===== config.mk =====
export PLATFORM = sky130hd
export DESIGN_NAME = buvm_top
export DESIGN_NICKNAME = d
export VERILOG_FILES = /design/src/design/buvm_pkg.sv /design/src/design/buvm_sync.sv /design/src/design/buvm_top.sv
export SDC_FILE = /design/constraint.sdc
export NUM_CORES = 1
export LEC_CHECK = 0
export ABC_AREA = 1
export BUFFER_PORTS_ARGS = -buffer_cell sky130_fd_sc_hd__buf_2
export CORE_MARGIN = 2
export CORE_UTILIZATION = 50
export CTS_CLUSTER_DIAMETER = 30
export DETAILED_ROUTE_END_ITERATION = 8
export GPL_ROUTABILITY_DRIVEN = 0
export PLACE_DENSITY = 0.73
export SLEW_MARGIN = 20
export SYNTH_ARGS = -nofsm -noshare
export SYNTH_HDL_FRONTEND = slang
export SYNTH_HIERARCHICAL = 1
export SYNTH_SLANG_ARGS = --single-unit

===== constraint.sdc =====
create_clock -name REF_CLK_I -period 3.1 [get_ports REF_CLK_I]
set_input_delay 0.775 -clock REF_CLK_I [delete_from_list [all_inputs] [get_ports REF_CLK_I]]
set_output_delay 0.775 -clock REF_CLK_I [all_outputs]
set_load 0.005 [all_outputs]

===== src/design/buvm_pkg.sv =====
// Purpose: shared constants and types for the boost undervoltage monitor and ground-loss shut-off
// Assumes: 200 MHz core clock, 16-bit registers at 9-bit word addresses
// Notes: field positions inside the two registers are fixed here and nowhere else, except the dac code bits 15:8 that an assertion in the top spells out
package buvm_pkg;
    // register addresses
    localparam logic [8:0] ADDR_FAULT_CONFIG = 9'h1c5;
    localparam logic [8:0] ADDR_FAULT_STATE = 9'h1d2;
    localparam logic [15:0] CONFIG_RESET = 16'h0000;
    // config field positions
    localparam int CFG_IRQ_EN_BIT = 0;
    localparam int CFG_UV_MODE_BIT = 1;
    localparam int CFG_SHUTOFF_EN_BIT = 2;
    localparam int CFG_DAC_LSB = 8;
    // status field positions
    localparam int ST_BOOST_UV_BIT = 0;
    localparam int ST_PSU_UV_BIT = 1;
    localparam int ST_FIVE_UV_BIT = 2;
    localparam int ST_GND_LOST_BIT = 3;
    // pre-driver counts
    localparam int HS_NUM = 5;
    localparam int LS_NUM = 7;
    // timing
    localparam int CLK_PERIOD_PS = 5000;
    localparam int GND_FLT_NS = 1300000;
    localparam int GND_FLT_CYCLES = (GND_FLT_NS * 1000) / CLK_PERIOD_PS;
    localparam int GND_CNT_W = 19;
    localparam logic [2:0] BOOST_FLT_CYCLES = 3'h4;
    // ground filter states
    typedef enum logic [2:0] {
        GS_IDLE = 3'b001,
        GS_COUNT = 3'b010,
        GS_TRIP = 3'b100
    } buvm_gnd_state_type;
    // decoded configuration fields
    typedef struct packed {
        logic [7:0] dac_code;
        logic shutoff_en;
        logic uv_mode;
        logic irq_en;
    } buvm_cfg_type;
    // synchronised analog indications
    typedef struct packed {
        logic [2:0] gnd_lost;
        logic five_uv;
        logic psu_uv;
        logic boost_fbk;
    } buvm_ana_type;
    // unpack the config register, used by decode; the output path reads the register bits directly
    function automatic buvm_cfg_type buvm_cfg_decode(input logic [15:0] r);
        buvm_cfg_type c;
        c.dac_code = r[CFG_DAC_LSB +: 8];
        c.shutoff_en = r[CFG_SHUTOFF_EN_BIT];
        c.uv_mode = r[CFG_UV_MODE_BIT];
        c.irq_en = r[CFG_IRQ_EN_BIT];
        return c;
    endfunction
endpackage


===== src/design/buvm_sync.sv =====
// Purpose: three-stage synchroniser with agreement qualifier for analog indications
// Assumes: inputs are asynchronous levels
// Notes: the first stage feeds only the second, so metastability never reaches a compare
`timescale 1ns/10ps
module buvm_sync
    import buvm_pkg::*;
#(
    parameter int W = 6
) (
    input wire logic clk_i,
    input wire logic rst_i,
    input wire logic ce_i,
    input wire logic [W-1:0] async_i,
    output logic [W-1:0] level_o
);
    logic [W-1:0] s1_ff; // first stage, read by s2 only
    logic [W-1:0] s2_ff;
    logic [W-1:0] s3_ff;
    logic [W-1:0] lvl_ff; // qualified level
    logic [W-1:0] nxt_lvl;

    // per bit: accept a change once stage two and three agree
    genvar g;
    for (g = 0; g < W; g++) begin : g_bit
        always_comb begin
            nxt_lvl[g] = (s2_ff[g] == s3_ff[g]) ? s3_ff[g] : lvl_ff[g];
        end
    end

    // stage registers
    always_ff @(posedge clk_i or posedge rst_i) begin
        if (rst_i) begin
            s1_ff <= '0;
            s2_ff <= '0;
            s3_ff <= '0;
            lvl_ff <= '0;
        end else if (ce_i) begin
            s1_ff <= async_i;
            s2_ff <= s1_ff;
            s3_ff <= s2_ff;
            lvl_ff <= nxt_lvl;
        end
    end

    assign level_o = lvl_ff;
endmodule // buvm_sync


===== src/design/buvm_top.sv =====
// Purpose: digital side of boost undervoltage monitor and missing-ground shut-off
// Assumes: register strobes come from the serial front end on REF_CLK_I
// Notes: comparator and ground-loss lines are asynchronous and are synchronised here
// Operation
// - mode bit selects quarter divider
// - comparator result shuts high-side drivers when enabled
// - undervoltage rises when voltage below threshold
// - digital filter active in undervoltage mode
// - undervoltage ORed with supply faults, gates high-side drivers
// - undervoltage event sets status bit
// - enabled undervoltage raises interrupt request
// - detect any lost ground connection
// - ground loss asserts supply undervoltage, all off
// - ground loss filtered for fixed time
// - eight-bit unsigned code drives threshold DAC
// - comparator high above threshold, low below
`timescale 1ns/10ps
module buvm_top
    import buvm_pkg::*;
#(
    parameter int GND_FLT_CYC = GND_FLT_CYCLES
) (
    input wire logic REF_CLK_I,
    input wire logic RST_I,
    input wire logic CE_I,
    input wire logic [8:0] REG_ADDR_I,
    input wire logic [15:0] REG_WDATA_I,
    input wire logic REG_WR_I,
    input wire logic REG_RD_I,
    input wire logic BOOST_FBK_I,
    input wire logic PSU_UV_I,
    input wire logic FIVE_UV_I,
    input wire logic [2:0] GND_LOST_I,
    input wire logic [HS_NUM-1:0] HS_CMD_I,
    input wire logic [LS_NUM-1:0] LS_CMD_I,
    output logic [15:0] REG_RDATA_O,
    output logic [7:0] DAC_CODE_O,
    output logic DIV_QUARTER_O,
    output logic BOOST_UV_O,
    output logic PSU_UV_O,
    output logic IRQ_O,
    output logic [HS_NUM-1:0] HS_GATE_O,
    output logic [LS_NUM-1:0] LS_GATE_O
);
    localparam logic [GND_CNT_W-1:0] GND_LAST = GND_CNT_W'(GND_FLT_CYC - 1);

    buvm_ana_type ana; // synchronised analog lines
    buvm_cfg_type cfg; // decoded configuration
    logic [15:0] cfg_ff; // config register
    logic [15:0] nxt_cfg;
    logic [15:0] rdata_ff; // read data
    logic [15:0] nxt_rdata;
    logic bfilt_ff; // filtered comparator
    logic nxt_bfilt;
    logic [2:0] bcnt_ff; // disagreement run length
    logic [2:0] nxt_bcnt;
    logic uv_ff; // boost undervoltage
    logic nxt_uv;
    logic stat_ff; // sticky boost status
    logic nxt_stat;
    logic irq_ff;
    logic nxt_irq;
    logic psu_ff; // combined supply undervoltage
    logic nxt_psu;
    logic [HS_NUM-1:0] hs_ff;
    logic [HS_NUM-1:0] nxt_hs;
    logic [LS_NUM-1:0] ls_ff;
    logic [LS_NUM-1:0] nxt_ls;
    buvm_gnd_state_type gst_ff; // ground filter state
    buvm_gnd_state_type nxt_gst;
    logic [GND_CNT_W-1:0] gcnt_ff;
    logic [GND_CNT_W-1:0] nxt_gcnt;
    logic gnd_any; // any ground lost
    logic cfg_wr; // config write strobe
    logic st_rd; // status read strobe

    // synchronise the asynchronous analog indications
    buvm_sync #(.W(6)) u_sync (
        .clk_i(REF_CLK_I),
        .rst_i(RST_I),
        .ce_i(CE_I),
        .async_i({GND_LOST_I, FIVE_UV_I, PSU_UV_I, BOOST_FBK_I}),
        .level_o(ana)
    );

    assign cfg = buvm_cfg_decode(cfg_ff);
    assign gnd_any = |ana.gnd_lost; // one or several grounds missing
    assign cfg_wr = REG_WR_I && (REG_ADDR_I == ADDR_FAULT_CONFIG);
    assign st_rd = REG_RD_I && (REG_ADDR_I == ADDR_FAULT_STATE);

    // register write and read path
    always_comb begin
        nxt_cfg = cfg_wr ? REG_WDATA_I : cfg_ff;
        nxt_rdata = 16'h0000; // unmapped reads return zero
        if (REG_RD_I && (REG_ADDR_I == ADDR_FAULT_CONFIG)) begin
            nxt_rdata = cfg_ff;
        end else if (st_rd) begin
            nxt_rdata[ST_BOOST_UV_BIT] = stat_ff;
            nxt_rdata[ST_PSU_UV_BIT] = psu_ff;
            nxt_rdata[ST_FIVE_UV_BIT] = ana.five_uv;
            nxt_rdata[ST_GND_LOST_BIT] = gnd_any;
        end
    end

    // comparator filter: bypassed in monitor mode, debounced in undervoltage mode
    always_comb begin
        nxt_bcnt = 3'h0;
        nxt_bfilt = bfilt_ff;
        if (!cfg.uv_mode) begin
            nxt_bfilt = ana.boost_fbk; // high above threshold, low below
        end else if (ana.boost_fbk != bfilt_ff) begin
            // change accepted only after a run of agreeing samples
            if (bcnt_ff == BOOST_FLT_CYCLES - 3'h1) begin
                nxt_bfilt = ana.boost_fbk;
            end else begin
                nxt_bcnt = bcnt_ff + 3'h1;
            end
        end
    end

    // undervoltage, sticky status and interrupt
    always_comb begin
        nxt_uv = cfg.shutoff_en && !nxt_bfilt; // below threshold, shut-off enabled
        // set wins over the clearing read so no event is lost
        nxt_stat = nxt_uv || (stat_ff && !st_rd);
        nxt_irq = cfg.irq_en && nxt_stat; // request held until status is read
    end

    // missing-ground filter state machine
    always_comb begin
        nxt_gst = gst_ff;
        nxt_gcnt = gcnt_ff;
        case (gst_ff)
            GS_IDLE: begin
                nxt_gcnt = '0;
                if (gnd_any) begin
                    nxt_gst = GS_COUNT;
                end
            end
            GS_COUNT: begin
                if (!gnd_any) begin
                    nxt_gst = GS_IDLE; // glitch shorter than filter time
                end else if (gcnt_ff == GND_LAST) begin
                    nxt_gst = GS_TRIP; // filter time elapsed
                end else begin
                    nxt_gcnt = gcnt_ff + 1'b1;
                end
            end
            GS_TRIP: begin
                if (!gnd_any) begin
                    nxt_gst = GS_IDLE;
                end
            end
            default: begin
                nxt_gst = GS_IDLE;
            end
        endcase
    end

    // driver gating; computed from next values so gates drop with the flag
    always_comb begin
        nxt_psu = ana.psu_uv || (nxt_gst == GS_TRIP); // ground loss forces supply undervoltage
        nxt_hs = HS_CMD_I & {HS_NUM{!(nxt_uv || nxt_psu || ana.five_uv)}};
        nxt_ls = LS_CMD_I & {LS_NUM{!(nxt_psu || ana.five_uv)}};
    end

    // state registers; clock enable freezes everything
    always_ff @(posedge REF_CLK_I or posedge RST_I) begin
        if (RST_I) begin
            cfg_ff <= CONFIG_RESET;
            rdata_ff <= 16'h0000;
            bfilt_ff <= 1'b0;
            bcnt_ff <= 3'h0;
            uv_ff <= 1'b0;
            stat_ff <= 1'b0;
            irq_ff <= 1'b0;
            psu_ff <= 1'b0;
            hs_ff <= '0;
            ls_ff <= '0;
            gst_ff <= GS_IDLE;
            gcnt_ff <= '0;
        end else if (CE_I) begin
            cfg_ff <= nxt_cfg;
            rdata_ff <= nxt_rdata;
            bfilt_ff <= nxt_bfilt;
            bcnt_ff <= nxt_bcnt;
            uv_ff <= nxt_uv;
            stat_ff <= nxt_stat;
            irq_ff <= nxt_irq;
            psu_ff <= nxt_psu;
            hs_ff <= nxt_hs;
            ls_ff <= nxt_ls;
            gst_ff <= nxt_gst;
            gcnt_ff <= nxt_gcnt;
        end
    end

    // outputs straight from flops
    assign REG_RDATA_O = rdata_ff;
    assign DAC_CODE_O = cfg_ff[CFG_DAC_LSB +: 8]; // unsigned threshold code
    assign DIV_QUARTER_O = cfg_ff[CFG_UV_MODE_BIT]; // quarter ratio in undervoltage mode
    assign BOOST_UV_O = uv_ff;
    assign PSU_UV_O = psu_ff;
    assign IRQ_O = irq_ff;
    assign HS_GATE_O = hs_ff;
    assign LS_GATE_O = ls_ff;
endmodule // buvm_top


==> results_dict.tcl <==
set metrics [dict create \
    timing.final.max_slew_violations 0 \
    min_period_ns 2.12 \
    hold_class "primary input to async pin" \
    internal_power_mw 1.85 \
    path_clk_slew_ns 0.09 \
    fmax_mhz 472 \
    cp_cell_sequence "inv_1 -> nand3_2 -> buf_4 -> clkinv_1 -> nand2_1 -> nand2_2 -> nand2_4 -> inv_4 -> nand2_1 -> o21ai_0" \
    cts.sinks 98 \
    fin_crit_sh_pct 68.3 \
    dpl.hpwl_um 6980 \
    cp_slowest_stage_delay_ns 0.55 \
    async_flop_share_pct 100 \
    fin_ws_ns 0.983 \
    initial_core_util_pct 51.7 \
    ys_types 36 \
    p_clk_share_pct 27.8 \
    switching_power_mw 0.829 \
    die_area_um2 10400 \
    place_ws_ns 0.894 \
    worst_pin_slew_ns 0.889 \
    max_slew_margin_pct 40.7 \
    drt_wl_total_um 9660 \
    n_antenna_cell 0 \
    htree_levels 3 \
    avgSynthCellArea_um2 7.91 \
    power.leakage_nw 2.90 \
    final_area_um2 5400 \
    required_ns 3.33 \
    synthToLayoutAreaGrowth_pct 12.9 \
    place_area_um2 5230 \
    root_buffer "clkbuf_8" \
    tritoncts.num_buffers 9 \
    grt_pass1_wl_um 16700 \
    cts_buffer_depth 2 \
    yosys_register_bits 98 \
    fp.dieH_um 102 \
    crit_path_frequent_cell "nand2_1" \
    setup_viol 0 \
    drc_errors 0 \
    pwr-share-seq_pct 55.1 \
    cp_slowest_cell "dfstp_2" \
    switching_share_pct 31.0 \
    firstDrtPassIters 4 \
    ys.flop_type "dfrtp_1" \
    yosys_warnings 6 \
    critPathKind "flop to flop" \
    cp-end-kind "flop" \
    status "complete, no violations" \
    cp_max_fo 24 \
    grt_use_total_pct 19.9 \
    die-width_um 102 \
    num_vias 3967 \
    drive_gt1_share_pct 17.8 \
    p_comb_share_pct 17.0 \
    drt_iter0_markers 175 \
    grt_antenna_before_repair 0 \
    syn_nets 654 \
    rows 35 \
    coreArea_um2 9240 \
    cts_post_setup_buffers_inserted 0 \
    clock_skew_ns 0.0104 \
    grt_pass1_vias 3790 \
    finalSetupTns_ns 0 \
    clk_latency_ns 0.35 \
    peakVddDrop_mv 0.334 \
    grt_overflow_total 0 \
    arrival_ns 2.35 \
    io_pins 88 \
    syn_area_um2 4780 \
    hold_viol 0 \
    tritoncts "built" \
    worstSetupStartpointType "flop" \
    grt_start_max_net_pins 61 \
    viasPerCell 4.88 \
    synth_enable_flop_cells 0 \
    power_density_nw_per_um2 496 \
    portBuffers 87 \
    maxCapViolations 0 \
    finalPower_mw 2.68 \
    synth_cells 604 \
    ctsHoldBuffers 0 \
    final_net_count 729 \
    cts_resized 0 \
    rsz0062_at_grt "false" \
    wl_per_cell_um 11.9 \
    yosysSeqAreaShare_pct 51.4 \
    antenna_left 0 \
]
-- cell type report --
class                   instances  area, µm²
clock inverters                 5       38.8
fillers                       858       3840
multi-input cells             396       1820
well taps                     129        161
inverters                      80        303
repair buffers                 94        488
clock buffers                  11        131
flip-flops and latches         98       2450
-- power groups by stage --
stage	clock network, mW	logic, mW	registers [mW]
after floorplan	0	0.339	1.48
after global placement	0	0.447	1.49
after detailed placement	0	0.465	1.50
after CTS	0.764	0.466	1.48
after global routing	0.810	0.524	1.50
final	0.745	0.456	1.48
-- final timing paths --
path                                 from  slack (ns)              end  depth (start not counted)
setup / recovery                gst_ff[0]        0.98      gcnt_ff[12]                         10
hold / removal                      RST_I        0.36      gcnt_ff[17]                          2
setup reg to reg                gst_ff[0]        0.98      gcnt_ff[12]                         10
hold reg to reg            REG_RDATA_O[9]        0.48   REG_RDATA_O[9]                          2
max in group asynchronous           RST_I        1.93  u_sync/s3_ff[1]                          2
min in group REF_CLK_I     REG_RDATA_O[9]        0.48   REG_RDATA_O[9]                          2
-- kinds of logic after synthesis --
group                      after synthesis  synth area share [%]
AOI/OAI and AO/OA                       74                  8.38
xor gates and xnor gates                15                  2.75
adders and majority gates                2                 0.524
buffers and inverters                  110                  10.6
DFF                                     98                  51.4
and+or+nand+nor                        305                  26.4
-- state kept, by name, summed over array words and instances, names as in the netlist --
| name | flops |
|---|---|
| gcnt_ff | 19 |
| REG_RDATA_O | 16 |
| cfg_ff | 16 |
| LS_GATE_O | 7 |
| u_sync/level_o | 6 |
| u_sync/s1_ff | 6 |
| u_sync/s2_ff | 6 |
| u_sync/s3_ff | 6 |
| HS_GATE_O | 5 |
| bcnt_ff | 3 |
| gst_ff | 3 |
| BOOST_UV_O | 1 |
| IRQ_O | 1 |
| PSU_UV_O | 1 |
| bfilt_ff | 1 |
| stat_ff | 1 |
-- routing by layer --
layer | vias up | GRT usage (%) | wire (µm)
met1 | 1852 | 26.0 | 4370
met5 | - | 0 | 0
met2 | 89 | 33.6 | 4720
li1 | 2014 | - | -
met3 | 12 | 4.14 | 465
met4 | 0 | 5.82 | 103
-- layout by cell type (no fill, tap or decap), types with 2 or more instances in the layout --
| cell | Yosys | layout |
|---|---|---|
| nor4_1 | 2 | 2 |
| xnor2_1 | 5 | 5 |
| inv_1 | 77 | 76 |
| buf_2 | 1 | 87 |
| nand3_2 | 2 | 2 |
| buf_4 | 11 | 7 |
| clkbuf_1 | 10 | 2 |
| ha_1 | 2 | 2 |
| clkinvlp_4 | 0 | 3 |
| xor2_1 | 10 | 10 |
| nor3_1 | 7 | 7 |
| o21ai_0 | 40 | 40 |
| a21oi_2 | 2 | 2 |
| nand3_1 | 34 | 34 |
| nor2_1 | 51 | 51 |
| a21oi_1 | 11 | 11 |
| nand4_1 | 5 | 5 |
| nand2_1 | 197 | 197 |
| nand2_2 | 2 | 2 |
| inv_2 | 1 | 2 |
| o21ai_1 | 12 | 12 |
| clkbuf_8 | 0 | 9 |
| nor3b_2 | 2 | 2 |
| dfrtp_1 | 97 | 97 |
| o21bai_1 | 5 | 5 |
-- cell usage after synthesis (all sizes together) (2+ instances only) --
| library cell | instances | area (µm²) |
|---|---|---|
| xnor2 | 5 | 43.8 |
| a21oi | 13 | 72.6 |
| ha | 2 | 25.0 |
| dfrtp | 97 | 2430 |
| o21bai | 5 | 37.5 |
| xor2 | 10 | 87.6 |
| o21ai | 53 | 269 |
| nor4 | 2 | 12.5 |
| nand3 | 36 | 190 |
| clkbuf | 11 | 42.5 |
| nor2 | 51 | 191 |
| nor3b | 2 | 25.0 |
| buf | 19 | 159 |
| nor3 | 7 | 35.0 |
| nand4 | 5 | 31.3 |
| nand2 | 200 | 763 |
| inv | 79 | 299 |
-- critical path, delay by kind of cell, from the launching register on --
family	cells	cell delay, ns
DFF	1	0.55
buffers and inverters	4	0.69
AOI/OAI and AO/OA	1	0.09
and+or+nand+nor	5	0.64
-- metrics by stage --
stage | utilization [%] | hold slack (ns) | cells
finish | 58.4 | 0.363 | 813
global route | 58.4 | 0.377 | 813
CTS | 58.4 | 0.370 | 813
detailed placement | 56.5 | 0.462 | 797
global placement | 56.5 | 0.461 | 797
floorplan | - | 0.453 | 604
Note: power is estimated with default switching activity, not from simulation.
